--- config.mk ---
export PLATFORM = sky130hd
export DESIGN_NAME = mram_host
export DESIGN_NICKNAME = d
export VERILOG_FILES = /design/src/verilog/mram_host_pkg.sv /design/src/verilog/mram_host.sv
export SDC_FILE = /design/constraint.sdc
export NUM_CORES = 1
export LEC_CHECK = 0
export ABC_CLOCK_PERIOD_IN_PS = 3400
export BUFFER_PORTS_ARGS = -buffer_cell sky130_fd_sc_hd__buf_2
export CAP_MARGIN = 10
export CORE_UTILIZATION = 55
export DETAILED_ROUTE_END_ITERATION = 10
export GPL_ROUTABILITY_DRIVEN = 1
export GPL_TIMING_DRIVEN = 0
export PLACE_DENSITY = 0.75
export SLEW_MARGIN = 30
export SYNTH_ARGS = -nofsm -noshare
export SYNTH_HDL_FRONTEND = slang
export SYNTH_SLANG_ARGS = --single-unit
--- constraint.sdc ---
create_clock -name clock_i -period 3.4 [get_ports clock_i]
set_clock_uncertainty 0.1 [all_clocks]
set_input_delay 0.17 -clock clock_i [delete_from_list [all_inputs] [get_ports clock_i]]
set_output_delay 0.17 -clock clock_i [all_outputs]
set_load 0.02 [all_outputs]
--- src/verilog/mram_host_pkg.sv ---
// Package: register map, pin codes and timing for the MRAM host controller
package mram_host_pkg;
  // ---------------------------------------------------------------
  // Device configuration register offsets (word index in config space)
  // ---------------------------------------------------------------
  localparam logic [3:0] ECC_CONTROL_IDX = 4'h0;
  localparam logic [3:0] DRIVE_STRENGTH_CONFIG_IDX = 4'h1;
  localparam logic [3:0] WRITE_PROTECT_CONFIG_IDX = 4'h2;
  localparam int ECC_COUNT_CLEAR_BIT = 0;
  localparam int ECC_ALERT_CLEAR_BIT = 1;
  localparam int DRIVE_ENABLE_BIT = 2;
  localparam logic [2:0] PROTECT_NONE = 3'h0;
  localparam logic [2:0] PROTECT_ALL = 3'h7;
  localparam logic [31:0] DRIVE_STRENGTH_RESET = 32'h0;
  localparam logic [31:0] WRITE_PROTECT_RESET = 32'h0;
  // ---------------------------------------------------------------
  // Host command registers (software side)
  // ---------------------------------------------------------------
  localparam logic [3:0] CMD_ADDR_REG = 4'h0;
  localparam logic [3:0] CMD_WDATA_REG = 4'h4;
  localparam logic [3:0] CMD_CTRL_REG = 4'h8;
  localparam logic [3:0] CMD_STATUS_REG = 4'hC;
  localparam logic [3:0] CMD_RDATA_REG = 4'h1;
  localparam int CTRL_GO_BIT = 0;
  localparam int CTRL_WRITE_BIT = 1;
  localparam int CTRL_CFG_BIT = 2;
  localparam int CTRL_BANK_BIT = 3;
  // ---------------------------------------------------------------
  // Timing
  // ---------------------------------------------------------------
  localparam int CLOCK_HZ = 40000000;
  localparam int POWERUP_WAIT_TIME_US = 1000;
  localparam int POWERUP_WAIT_CYCLES = (CLOCK_HZ / 1000000) * POWERUP_WAIT_TIME_US;
  localparam int ACCESS_CYCLES = 4;
  localparam int SYNC_STAGES = 3;
endpackage

--- src/verilog/mram_host.sv ---
// MRAM host controller: drives the device pins on orders from software
//
// The register offsets and the strobed register port were left to the implementer.
`timescale 1ns/100ps
module mram_host #(
  parameter int ADDR_W = 27,
  parameter int POWERUP_CYCLES = mram_host_pkg::POWERUP_WAIT_CYCLES,
  parameter int ACCESS_CYC = mram_host_pkg::ACCESS_CYCLES
) (
  // Clock and reset
  input wire logic clock_i,
  input wire logic rst_n_i,
  // Software port
  input wire logic [3:0] reg_addr_i,
  input wire logic [31:0] reg_wdata_i,
  input wire logic reg_wr_i,
  input wire logic reg_rd_i,
  output logic [31:0] reg_rdata_o,
  // Device pins
  output logic bank_one_select_n_o,
  output logic bank_two_select_n_o,
  output logic config_space_select_n_o,
  output logic output_enable_n_o,
  output logic write_strobe_n_o,
  output logic [ADDR_W-1:0] mem_addr_o,
  output logic [31:0] dq_o,
  output logic dq_oe_n_o,
  input wire logic [31:0] dq_i,
  input wire logic alert_n_i
);
  import mram_host_pkg::*;

  // ---------------------------------------------------------------
  // State
  // ---------------------------------------------------------------
  typedef enum logic [3:0] {
    ST_POWERUP = 4'h1,
    ST_IDLE = 4'h2,
    ST_ACCESS = 4'h4,
    ST_DONE = 4'h8
  } state_t;

  state_t state_ff;
  logic [31:0] wait_cnt_ff;
  logic [ADDR_W-1:0] addr_ff;
  logic [31:0] wdata_ff;
  logic [31:0] rdata_ff;
  logic write_ff;
  logic cfg_ff;
  logic bank_ff;
  logic [2:0] alert_sync_ff;
  logic alert_ff;
  logic go;

  assign go = reg_wr_i && (reg_addr_i == CMD_CTRL_REG) && reg_wdata_i[CTRL_GO_BIT]
              && (state_ff == ST_IDLE);

  // ---------------------------------------------------------------
  // Alert input synchroniser
  // ---------------------------------------------------------------
  always_ff @(posedge clock_i or negedge rst_n_i) begin
    if (!rst_n_i) begin
      alert_sync_ff <= 3'h7;
      alert_ff <= 1'b0;
    end else begin
      alert_sync_ff <= {alert_sync_ff[1:0], alert_n_i};
      // Level counts once stages two and three agree
      if (alert_sync_ff[1] == alert_sync_ff[2]) begin
        alert_ff <= !alert_sync_ff[2];
      end
    end
  end

  // ---------------------------------------------------------------
  // Command registers
  // ---------------------------------------------------------------
  always_ff @(posedge clock_i or negedge rst_n_i) begin
    if (!rst_n_i) begin
      addr_ff <= '0;
      wdata_ff <= 32'h0;
      write_ff <= 1'b0;
      cfg_ff <= 1'b0;
      bank_ff <= 1'b0;
    end else if (reg_wr_i && state_ff == ST_IDLE) begin
      // Top two address bits pick the die; software owns them
      if (reg_addr_i == CMD_ADDR_REG) addr_ff <= reg_wdata_i[ADDR_W-1:0];
      if (reg_addr_i == CMD_WDATA_REG) wdata_ff <= reg_wdata_i;
      if (reg_addr_i == CMD_CTRL_REG) begin
        write_ff <= reg_wdata_i[CTRL_WRITE_BIT];
        cfg_ff <= reg_wdata_i[CTRL_CFG_BIT];
        bank_ff <= reg_wdata_i[CTRL_BANK_BIT];
      end
    end
  end

  // ---------------------------------------------------------------
  // Access sequencer
  // ---------------------------------------------------------------
  always_ff @(posedge clock_i or negedge rst_n_i) begin
    if (!rst_n_i) begin
      state_ff <= ST_POWERUP;
      wait_cnt_ff <= 32'h0;
    end else begin
      case (state_ff)
        ST_POWERUP: begin
          // Selects stay high until the power-up delay has run out
          if (wait_cnt_ff == 32'(POWERUP_CYCLES - 1)) begin
            state_ff <= ST_IDLE;
            wait_cnt_ff <= 32'h0;
          end else begin
            wait_cnt_ff <= wait_cnt_ff + 32'h1;
          end
        end
        ST_IDLE: begin
          if (go) state_ff <= ST_ACCESS;
        end
        ST_ACCESS: begin
          if (wait_cnt_ff == 32'(ACCESS_CYC - 1)) begin
            state_ff <= ST_DONE;
            wait_cnt_ff <= 32'h0;
          end else begin
            wait_cnt_ff <= wait_cnt_ff + 32'h1;
          end
        end
        ST_DONE: state_ff <= ST_IDLE;
        default: state_ff <= ST_POWERUP;
      endcase
    end
  end

  // ---------------------------------------------------------------
  // Pin drivers
  // ---------------------------------------------------------------
  always_ff @(posedge clock_i or negedge rst_n_i) begin
    if (!rst_n_i) begin
      bank_one_select_n_o <= 1'b1;
      bank_two_select_n_o <= 1'b1;
      config_space_select_n_o <= 1'b1;
      output_enable_n_o <= 1'b1;
      write_strobe_n_o <= 1'b1;
      mem_addr_o <= '0;
      dq_o <= 32'h0;
      dq_oe_n_o <= 1'b1;
    end else if (state_ff == ST_ACCESS) begin
      // Only one bank select ever goes low
      bank_one_select_n_o <= bank_ff;
      bank_two_select_n_o <= !bank_ff;
      config_space_select_n_o <= !cfg_ff;
      mem_addr_o <= addr_ff;
      // Write strobe released in the last cycle so address and data hold past it
      write_strobe_n_o <= !(write_ff && wait_cnt_ff != 32'(ACCESS_CYC - 1));
      output_enable_n_o <= write_ff;
      dq_o <= wdata_ff;
      dq_oe_n_o <= !write_ff;
    end else begin
      bank_one_select_n_o <= 1'b1;
      bank_two_select_n_o <= 1'b1;
      config_space_select_n_o <= 1'b1;
      output_enable_n_o <= 1'b1;
      write_strobe_n_o <= 1'b1;
      dq_oe_n_o <= 1'b1;
    end
  end

  // ---------------------------------------------------------------
  // Read capture and software read port
  // ---------------------------------------------------------------
  always_ff @(posedge clock_i or negedge rst_n_i) begin
    if (!rst_n_i) begin
      rdata_ff <= 32'h0;
    end else if (state_ff == ST_ACCESS && !write_ff && wait_cnt_ff == 32'(ACCESS_CYC - 1)) begin
      rdata_ff <= dq_i;
    end
  end

  always_ff @(posedge clock_i or negedge rst_n_i) begin
    if (!rst_n_i) begin
      reg_rdata_o <= 32'h0;
    end else if (reg_rd_i) begin
      case (reg_addr_i)
        CMD_ADDR_REG: reg_rdata_o <= 32'(addr_ff);
        CMD_WDATA_REG: reg_rdata_o <= wdata_ff;
        CMD_CTRL_REG: reg_rdata_o <= {28'h0, bank_ff, cfg_ff, write_ff, 1'b0};
        // Alert shown so software can walk the dies and clear flags
        CMD_STATUS_REG: reg_rdata_o <= {28'h0, alert_ff, state_ff == ST_POWERUP,
                                        state_ff != ST_IDLE, state_ff == ST_IDLE};
        CMD_RDATA_REG: reg_rdata_o <= rdata_ff;
        default: reg_rdata_o <= 32'h0;
      endcase
    end else begin
      reg_rdata_o <= 32'h0;
    end
  end
endmodule

==> results of run 1 <==
## per-layer routing
metal	routed length [um]	part of all wire, %	vias to the layer above
met5	0	0	-
met4	705	3.0	0
met3	1800	7.8	53
met2	11500	50	317
met1	9210	40	3438
li1	-	-	2967
## cell usage in the layout, fill, tap and decap left out, types with 3 or more instances in the layout
| cell type | count |
|---|---|
| dfrtp_1 | 221 |
| buf_2 | 178 |
| mux2_2 | 152 |
| dlygate4sd3_1 | 67 |
| nor2_1 | 37 |
| a222oi_1 | 27 |
| clkbuf_1 | 24 |
| clkbuf_16 | 24 |
| nand2_1 | 23 |
| xnor2_1 | 23 |
| nand3_1 | 18 |
| nand4_1 | 15 |
| dfstp_2 | 10 |
| nor4_1 | 9 |
| o21ai_0 | 9 |
| a21oi_1 | 8 |
| a22oi_1 | 7 |
| inv_1 | 7 |
| nor3_1 | 5 |
| bufinv_16 | 5 |
| and3_1 | 4 |
| or3_1 | 4 |
| or4_1 | 4 |
| and4_1 | 4 |
| clkbuf_8 | 4 |
| nor4b_2 | 3 |
| nand2b_1 | 3 |
| and2_1 | 3 |
| buf_1 | 3 |
| xor2_1 | 3 |
| buf_6 | 3 |
| clkinv_2 | 3 |
## layout make-up
class	count	area [um^2]
buffer	35	168
tap	220	275
timing repair buffer	237	1580
fill	1069	4530
antenna	1	2.50
multi-input combinational	386	3290
clock buffer	34	678
sequential	231	5790
inverter	7	26.3
clock inverter	9	181
## per-stage QoR
step,cells,instance area (um^2)
after floorplan,659,9270
after global placement,1047,10400
after detailed placement,1049,10500
after CTS,1159,12000
after global routing,1160,12000
final,1160,12000
## power groups by stage
stage / Combinational [mW] / Sequential (mW) / Clock [mW]
floorplan: 0.152 / 2.94 / 0
global placement: 0.283 / 2.96 / 0
detailed placement: 0.313 / 2.96 / 0
CTS: 0.376 / 2.92 / 2.87
global route: 0.422 / 2.93 / 2.97
finish: 0.373 / 2.92 / 2.84
## flip-flops by register name, summed over array words and instances (netlist names), 3 cells and up
signal,count
rdata_ff,32
state_ff,4
addr_ff,27
wait_cnt_ff,32
wdata_ff,32
mem_addr_o,27
reg_rdata_o,32
dq_o,32
alert_sync_ff,3
## worst max-delay path, cell delays in order, from the launching register on
cell	delay (ns)
dfstp_2	0.36
buf_2	0.18
nor4b_4	0.48
nand2b_1	0.21
nor4_4	0.59
buf_6	0.26
mux2_2	0.36
## worst paths after layout
path                                         end  depth (start not counted)
worst min register to register  alert_sync_ff[1]                          0
min in group asynchronous         wait_cnt_ff[5]                          2
worst max register to register      rdata_ff[30]                          6
max in group asynchronous               dq_o[17]                          4
worst max-delay path                rdata_ff[30]                          6
worst min-delay path                 state_ff[2]                          4
## cells in the mapped netlist, drive strengths merged (2+ instances only)
cell,count
mux2,153
dfrtp,221
clkbuf,18
nor2,37
xnor2,23
o21ai,10
or2,2
or4,4
a22oi,7
a21oi,8
nand2b,3
inv,7
and2,3
a222oi,27
nand3,18
nor3,5
and4,4
nor2b,2
dfstp,10
nor4,12
xor2,3
nor4b,5
and3,4
nand4,15
nand2,23
or3,4
buf,17
## kinds of logic (layout without fill, tap and decap cells)
group | Yosys count | after routing | synth area share (%)
and+or+nand+nor | 143 | 143 | 8.71
muxes | 154 | 154 | 18.7
AOI/OAI and AO/OA | 62 | 62 | 5.39
DFF | 231 | 231 | 62.5
xor gates and xnor gates | 26 | 26 | 2.46
buffers and inverters | 42 | 322 | 2.09
other | 0 | 1 | 0
adders and majority gates | 1 | 1 | 0.135
## timing repair
item,CTS,global route
resized for setup,0,0
endpoints found under the hold margin,227,0
hold buffers,67,0
==> metrics list, run 1 <==
- Counting the buffers created by CTS gives 24.
- In the final layout, the share of cells above drive strength 1 is roughly two fifths.
- Final Util: approximately 73%
* Share of the clock period used by the worst path after layout: about four fifths
* Total vias in the final route: slightly below 7k
- Library cells used by synthesis: 48
- Total power for the finished layout comes to ~6 mW.
- The clock reaches the later pin of the worst-skew pair after between 0.5 and 0.6 ns.
* Max-slew violation total from the final report: 0
- Synthesis produced a netlist with a net count of 733.
* Comb power frac: under 10%
* Largest net degree at the start of global routing: 93
* Summed instance area of the synthesized netlist: around 0.0093 mm^2
- Final Hold Slack: 0.0274 ns
- Startpoint-to-endpoint class of the critical path: reg -> reg
- In the routed layout, each cell is associated on average with a via count of 5.84.
* Post-synthesis sequential area ratio: 62.5%
* Synth warn: 0
- Area enclosed by the die boundary: ~0.017 mm^2
* Number of remaining DRC errors: 0
- Maximum fanout along the worst path: 10
- Register-to-Register Setup Slack: around 0.74 ns
- Maximum buffer depth of the clock tree: 3
- met2 is the most crowded layer.
- The first global-routing pass estimated 37,400 um of wire.
* Setup Slack @ Placement: 0.766 ns
- The analysis attributes to net switching a power of 1.35 mW.
* CTS root buf: clkbuf_16
* Final HPWL DP: between 15,000 and 20,000 um
- The initial antenna violation count is 1.
- Summed over all layers, the global routing overflow is 0.
- Input and output buffers added on the ports amount to about 170.
* Max_slew headroom: 45.5%
- Reg clk slew, reported paths: approximately 0.060 ns
- Per report_power, the sequential group accounts for a little under half of the total.
* Number of violations of the max-capacitance limit: 0
- Count of flip-flops with a built-in enable after synthesis: 0
- Total routing resource utilization after global routing: between 20% and 30%
- Setup repair after global routing left no endpoint under its margin.
- In this run the remaining antenna-violating nets after routing total 0.
- Arr. time, crit path: just under 3 ns
- Clock share of power: ~46%
* Source of the worst register-to-register timing path: state_ff[0]
* Routability congestion estimate: 0.833
* Met2 usage in global routing: ~46%
* Nets@finish: 996
- Initial cell density of the core: roughly 56%
* Die height: around 130 um
- Fraction of post-synthesis cell area in the top cell type by area: between 50% and 60%
- Post-layout minimum cycle time: 2.66 ns
* Initial detailed-routing violation count: between 500 and 600
- In the final routed layout, each cell accounts on average for between 20 and 25 um.
- STA classifies the critical path startpoint as a flip-flop.
- Kind of end point of the critical path: flip-flop
* Ys flop type: dfrtp_1
* Via count of the first global-routing pass: between 7k and 8k
- From left edge to right edge, the die measures approximately 130 um.
- The final hold violation count was 0.
* Met3 track demand over resource: 5.31%
* Most area-hungry cell type in the Yosys netlist: dfrtp_1
* Crit path required time: 3.69 ns
- Adding up every negative setup slack in the final design gives 0 ns.
- Detailed-routing iteration count for the pre-antenna-repair pass: 8
- Global routing used 35.7% of the available met1 tracks.
- Number of buffers inserted to repair setup after CTS: 0
- Worst hold path type: in -> reg
- In this run switching power makes up between 20% and 30% of total power.
- Core Region: 0.0165 mm^2
* Run status: finished clean
- Internal portion of total power: approximately 4.8 mW
- TritonCTS clock tree: yes
- Flip-flop and latch count after synthesis: roughly 230
- Top post-synthesis cells by area: dfrtp_1, mux2_2, a222oi_1
- Hold wc startpoint: reg_addr_i[2]
- Power per cell area: about 510 mW/mm^2
- After detailed routing, the total wire length is between 20,000 and 25,000 um.
- Static Leak: 5.99 nW
* Level count of the clock H-tree: 1
- Launch point of the worst path: state_ff[0]
- Setup violations remaining at the end of the flow were counted as 0.
* Worst Tran Pin Value: slightly above 0.8 ns
- Proportion of synthesized flip-flops having asynchronous set or reset: 100%
- Synthesis handed over a netlist of 659 instances.
* Avg Cell Area, Syn: roughly 14 um^2
- VDD sags by at most around 0.45 mV.
- After floorplanning, the core was divided into 47 placement rows.
- I/O pin count: 170
- Highest Clock Rate: 377 MHz
* Post-synthesis to final-layout area growth: 29.4%
- After layout, the worst setup slack is around 0.74 ns.
- CTS saw between 200 and 250 sinks.
Note: power is estimated with default switching activity, not from simulation.
==> run 2, diff against run 1 <==
--- a/config.mk
+++ b/config.mk
@@ -5,14 +5,15 @@
 export SDC_FILE = /design/constraint.sdc
 export NUM_CORES = 1
 export LEC_CHECK = 0
-export ABC_CLOCK_PERIOD_IN_PS = 3400
+export ABC_AREA = 1
+export ABC_CLOCK_PERIOD_IN_PS = 2300
 export BUFFER_PORTS_ARGS = -buffer_cell sky130_fd_sc_hd__buf_2
 export CAP_MARGIN = 10
-export CORE_UTILIZATION = 55
+export CORE_UTILIZATION = 51
 export DETAILED_ROUTE_END_ITERATION = 10
 export GPL_ROUTABILITY_DRIVEN = 1
 export GPL_TIMING_DRIVEN = 0
-export PLACE_DENSITY = 0.75
+export PLACE_DENSITY = 0.72
 export SLEW_MARGIN = 30
 export SYNTH_ARGS = -nofsm -noshare
 export SYNTH_HDL_FRONTEND = slang
==> constraint.sdc (replaced) <==
create_clock -name clock_i -period 2.3 [get_ports clock_i]
set_clock_uncertainty 0.1 [all_clocks]
set_input_delay 0.115 -clock clock_i [delete_from_list [all_inputs] [get_ports clock_i]]
set_output_delay 0.115 -clock clock_i [all_outputs]
set_load 0.02 [all_outputs]
==> run 2 against run 1 <==
  * Synthesized area is 6.6% higher
  * Clock power rose by 48%
  * Register-to-register slack worse by 0.40 ns
  * Die area up 15%
  * Combinational power grew 17%
  * Clock-buffer cell count unchanged
  * Design area is 6.3% higher
  * Via count up 28%
  * Non-clock buffer count rose by 21
==> metrics list, run 2 <==
- The sum of overflow across all layers after global routing came to 0 (unchanged).
* Placed instance area: 0.0111 mm^2 (+6.6%)
- The number of max-cap violations was 0 (unchanged).
- Power per cell area: 686 mW/mm^2 (+34%)
- Routed Wire Length: 27,100 um (+16%)
- Routability congestion estimate: 0.887 (+6.4%)
- Routed wire per std cell: 16.3 um (-19%)
- Number of inserted filler cells in the final layout: 1,495 (+40%)
* Worst Tran Pin Value: 0.613 ns (-0.198 ns)
* Sum of negative setup slack: 0 ns (unchanged)
- The number of slew-limit violations in the final report is 0 (unchanged).
- Final HPWL DP: 18,400 um (+21%)
* Source of the worst register-to-register timing path: state_ff[3]
* Post-synth net total: 1,186 (+62%)
* Ys flop type: dfrtp_1
- The proportion of power drawn by flip-flops and latches was 46.9% (-0.8 points).
* Crit path required time: 2.64 ns (-1.05 ns)
* Share of the clock period used by the worst path after layout: 85.1% (+6.9 points)
- Xor/xnor share of the synthesized area: 2.30% (-0.15 points)
* Arr. time, crit path: 2.30 ns (-0.65 ns)
- Number of remaining DRC errors: 0 (unchanged)
- Most used cell along the critical path: nand2_1
- Fraction of post-synthesis cell area in the top cell type by area: 56.0% (-3.7 points)
- The final setup violation count is 0 (unchanged).
* Area enclosed by the die boundary: 0.0199 mm^2 (+15%)
- The clock-pin slew reported for the worst setup and hold paths after clock tree synthesis is 0.06 ns (about the same).
- The cell-internal power was 6.90 mW (+44%).
- The flow ran to the end, and the final reports show no timing, DRC or antenna violations.
- Antenna cells: 0 (-1)
- The core area was 0.0188 mm^2 (+14%).
- Number of cells in the finished layout apart from fillers: 1,660 (+43%)
- The clock latency on the worst-skew pair is 0.53 ns (about the same).
- Post-synthesis sequential area ratio: 58.6% (-3.9 points)
* Final Hold Vio Count: 0 (unchanged)
- On the critical path, the stage with the largest delay is an instance of dlygate4sd3_1.
* Number of buffers inserted to repair setup after CTS: 0 (unchanged)
- Main combinational cell family by area after synthesis: simple AND/OR/NAND/NOR gates
* Library cells used by synthesis: 36 (-25%)
- The switching power is 1.85 mW (+37%).
- The buffer depth of the longest clock path was 3 (unchanged).
- Simple-Gate Fraction of Synth Area: 21.3% (+13 points)
- The number of I/O port buffers is 168 (unchanged).
- The remaining antenna violation count after routing came to 0 (unchanged).
- Die height: 141 um (+7.1%)
- The delay of the slowest cell on the worst path was 0.56 ns (-0.03 ns).
* Count of flip-flops with a built-in enable after synthesis: 0 (unchanged)
- Post-Syn Instances: 1,112 (+69%)
- Cells traversed along the worst timing path: nor2_1 > nand2_1 > inv_2 > nand2_2 > nor2_4 > nand2_1 > dlygate4sd3_1 > o21ai_0
* Final Util: 67.7% (-4.8 points)
- By area the synthesized netlist is led by dfrtp_1, nand2_1, o21ai_0.
- Initial detailed-routing violation count: 568 (+8.2%)
- The tree is rooted in a clkbuf_16.
- The detailed-routing iteration count for the pre-antenna-repair pass is 5 (-3).
- TritonCTS built the clock tree.
- The CTS buffer count is 24 (unchanged).
- Most frequent standard cell in the layout excluding fill and tap cells: nand2_1
* Fraction of the mapped netlist area in adder cells: 0.127% (-0.0084 points)
- The top cell types in the final layout, fill and taps aside, are nand2_1, dfrtp_1, buf_2, inv_1, o21ai_0.
- Summed instance area of the synthesized netlist: 0.00988 mm^2 (+6.6%)
- The most common cell in the synthesized netlist is nand2_1.
- The setup path with the least slack is of type reg -> reg.
* Max_slew headroom: 59.1% (+14 points)
- Multiplexer fraction of the synthesized cell area: 0.228% (-18 points)
- Launch point of the worst path: state_ff[3]
- Initial cell density of the core: 52.5% (-3.6 points)
- The number of global-route vias before repair is 8,437 (+20%).
- Post-cts repair resize count: 0 (unchanged)
- The die span in x was 141 um (+7.1%).
* # placed instances: 1,543 (+47%)
* I/O pin count: 170 (unchanged)
- The number of flip-flops and latches in the synthesized netlist is 231 (unchanged).
* Final design area excluding fillers: 0.0128 mm^2 (+6.3%)
- The total global routing track utilization came to 28.1% (+0.76 points).
- The fmax was 511 MHz (+36%).
- Kind of end point of the critical path: flip-flop
- The initial antenna violation count is 0 (-1).
- Post-layout minimum cycle time: 1.96 ns (-0.700 ns)
- The total number of H-tree levels was 1 (unchanged).
- STA classifies the critical path startpoint as a flip-flop.
- Worst hold path type: in -> async
- The peak ir drop on the vdd network was 0.548 mV (+23%).
- Clock share of power: 48.1% (+1.8 points)
- The final layout net count came to 1,457 (+46%).
* Synth Area in Compound Gates: 9.89% (+4.5 points)
- Count of clock tree sinks: 231 (unchanged)
- Synth warn: 0 (unchanged)
- Avg Cell Area, Syn: 8.89 um^2 (-37%)
- Setup repair after global routing missed its margin: no
* Leading post-synthesis cells by instance count: nand2_1, dfrtp_1, inv_1
- The maximum number of pins on one net before global-route repair is 78 (-16%).
* Maximum fanout along the worst path: 10 (unchanged)
- Post-synthesis to final-layout area growth: 29.1%
- Proportion of synthesized flip-flops having asynchronous set or reset: 100% (unchanged)
- The leakage power was 6.58 nW (+10%).
- The fraction of final layout cells sized beyond drive strength 1 is 20.2% (-22 points).
* First-pass GRT wire length: 43,600 um (+17%)
- The largest total area in the synthesized netlist belongs to dfrtp_1.
- The number of placement rows is 50 (+6.4%).
* Total vias in the final route: 8,645 (+28%)
* Net switching fraction of the power: 21.1% (-0.94 points)
- Via count normalized by instance count: 5.21 (-11%)
- The combinational share of power was 5.0% (-1.1 points).
==> run 2: changes by cell type after synthesis, moves of 14 or more <==
cell / previous run / this run
nand2_1: 23 / 345
nor2_1: 37 / 55
o21ai_0: 9 / 113
inv_1: 7 / 125
nand3_1: 18 / 59
a222oi_1: 27 / 0
buf_2: 11 / 25
o221ai_1: 0 / 23
mux2_2: 152 / 2
==> run 2: area by class of cell <==
class / count / area (um^2) / area share (%)
tap: 260 / 325 / 2.55
timing repair buffer: 245 / 1680 / 13.2
sequential: 231 / 5790 / 45.4
inverter: 129 / 484 / 3.80
multi-input combinational: 704 / 3350 / 26.3
clock inverter: 9 / 184 / 1.44
buffer: 48 / 256 / 2.01
clock buffer: 34 / 678 / 5.32
==> run 2: final timing paths <==
path / to / slack [ns] / cells after the start
setup reg to reg: wdata_ff[29] / 0.34 / 8
min in group clock_i: alert_sync_ff[0] / 0.17 / 2
hold / removal: dq_o[4] / 0.02 / 3
hold reg to reg: alert_sync_ff[1] / 0.25 / 0
max in group asynchronous: output_enable_n_o / 1.32 / 4
setup / recovery: wdata_ff[29] / 0.34 / 8
==> run 2: critical path: cells and delay by family (launching register included) <==
| family | cells | cell delay, ns |
|---|---|---|
| compound gates | 1 | 0.08 |
| buf+inv | 2 | 0.66 |
| simple gates | 5 | 0.67 |
| flops | 1 | 0.39 |
==> run 2: layer usage <==
metal / wire, um / part of all wire, % / global-route usage [%]
met1: 11000 / 41 / 37.0
met2: 12900 / 48 / 46.7
met3: 1950 / 7.2 / 3.67
met4: 1170 / 4.3 / 12.9
met5: 0 / 0 / 0
==> run 2: kinds of logic after synthesis <==
logic type               Yosys count
buffers and inverters            177
flip-flops                       231
multiplexers                       2
AND/OR/NAND/NOR                  501
AO/OA/AOI/OAI                    174
XOR/XNOR                          26
adder cells (fa/ha/maj)            1
==> run 2: power by group through the flow <==
stage / clock, mW / combinational [mW] / sequential [mW]
after CTS: 4.25 / 0.435 / 4.10
after global routing: 4.43 / 0.477 / 4.10
after detailed placement: 0 / 0.333 / 4.18
after global placement: 0 / 0.313 / 4.18
final: 4.21 / 0.436 / 4.10
after floorplan: 0 / 0.0690 / 4.21
==> run 2: through the flow <==
stage	total power [mW]	worst slack [ns]	hold WS, ns
finish	8.75	0.344	0.0231
global route	9.01	0.135	0.0551
CTS	8.79	0.359	0.0247
detailed placement	4.51	0.374	-0.0862
global placement	4.49	-2.94	0.122
floorplan	4.28	0.676	-0.281
==> run 2: repair_timing <==
item                                    4_1_cts  5_1_grt
endpoints found under the setup margin        0        0
hold buffers                                 74        0
endpoints found under the hold margin       197        0
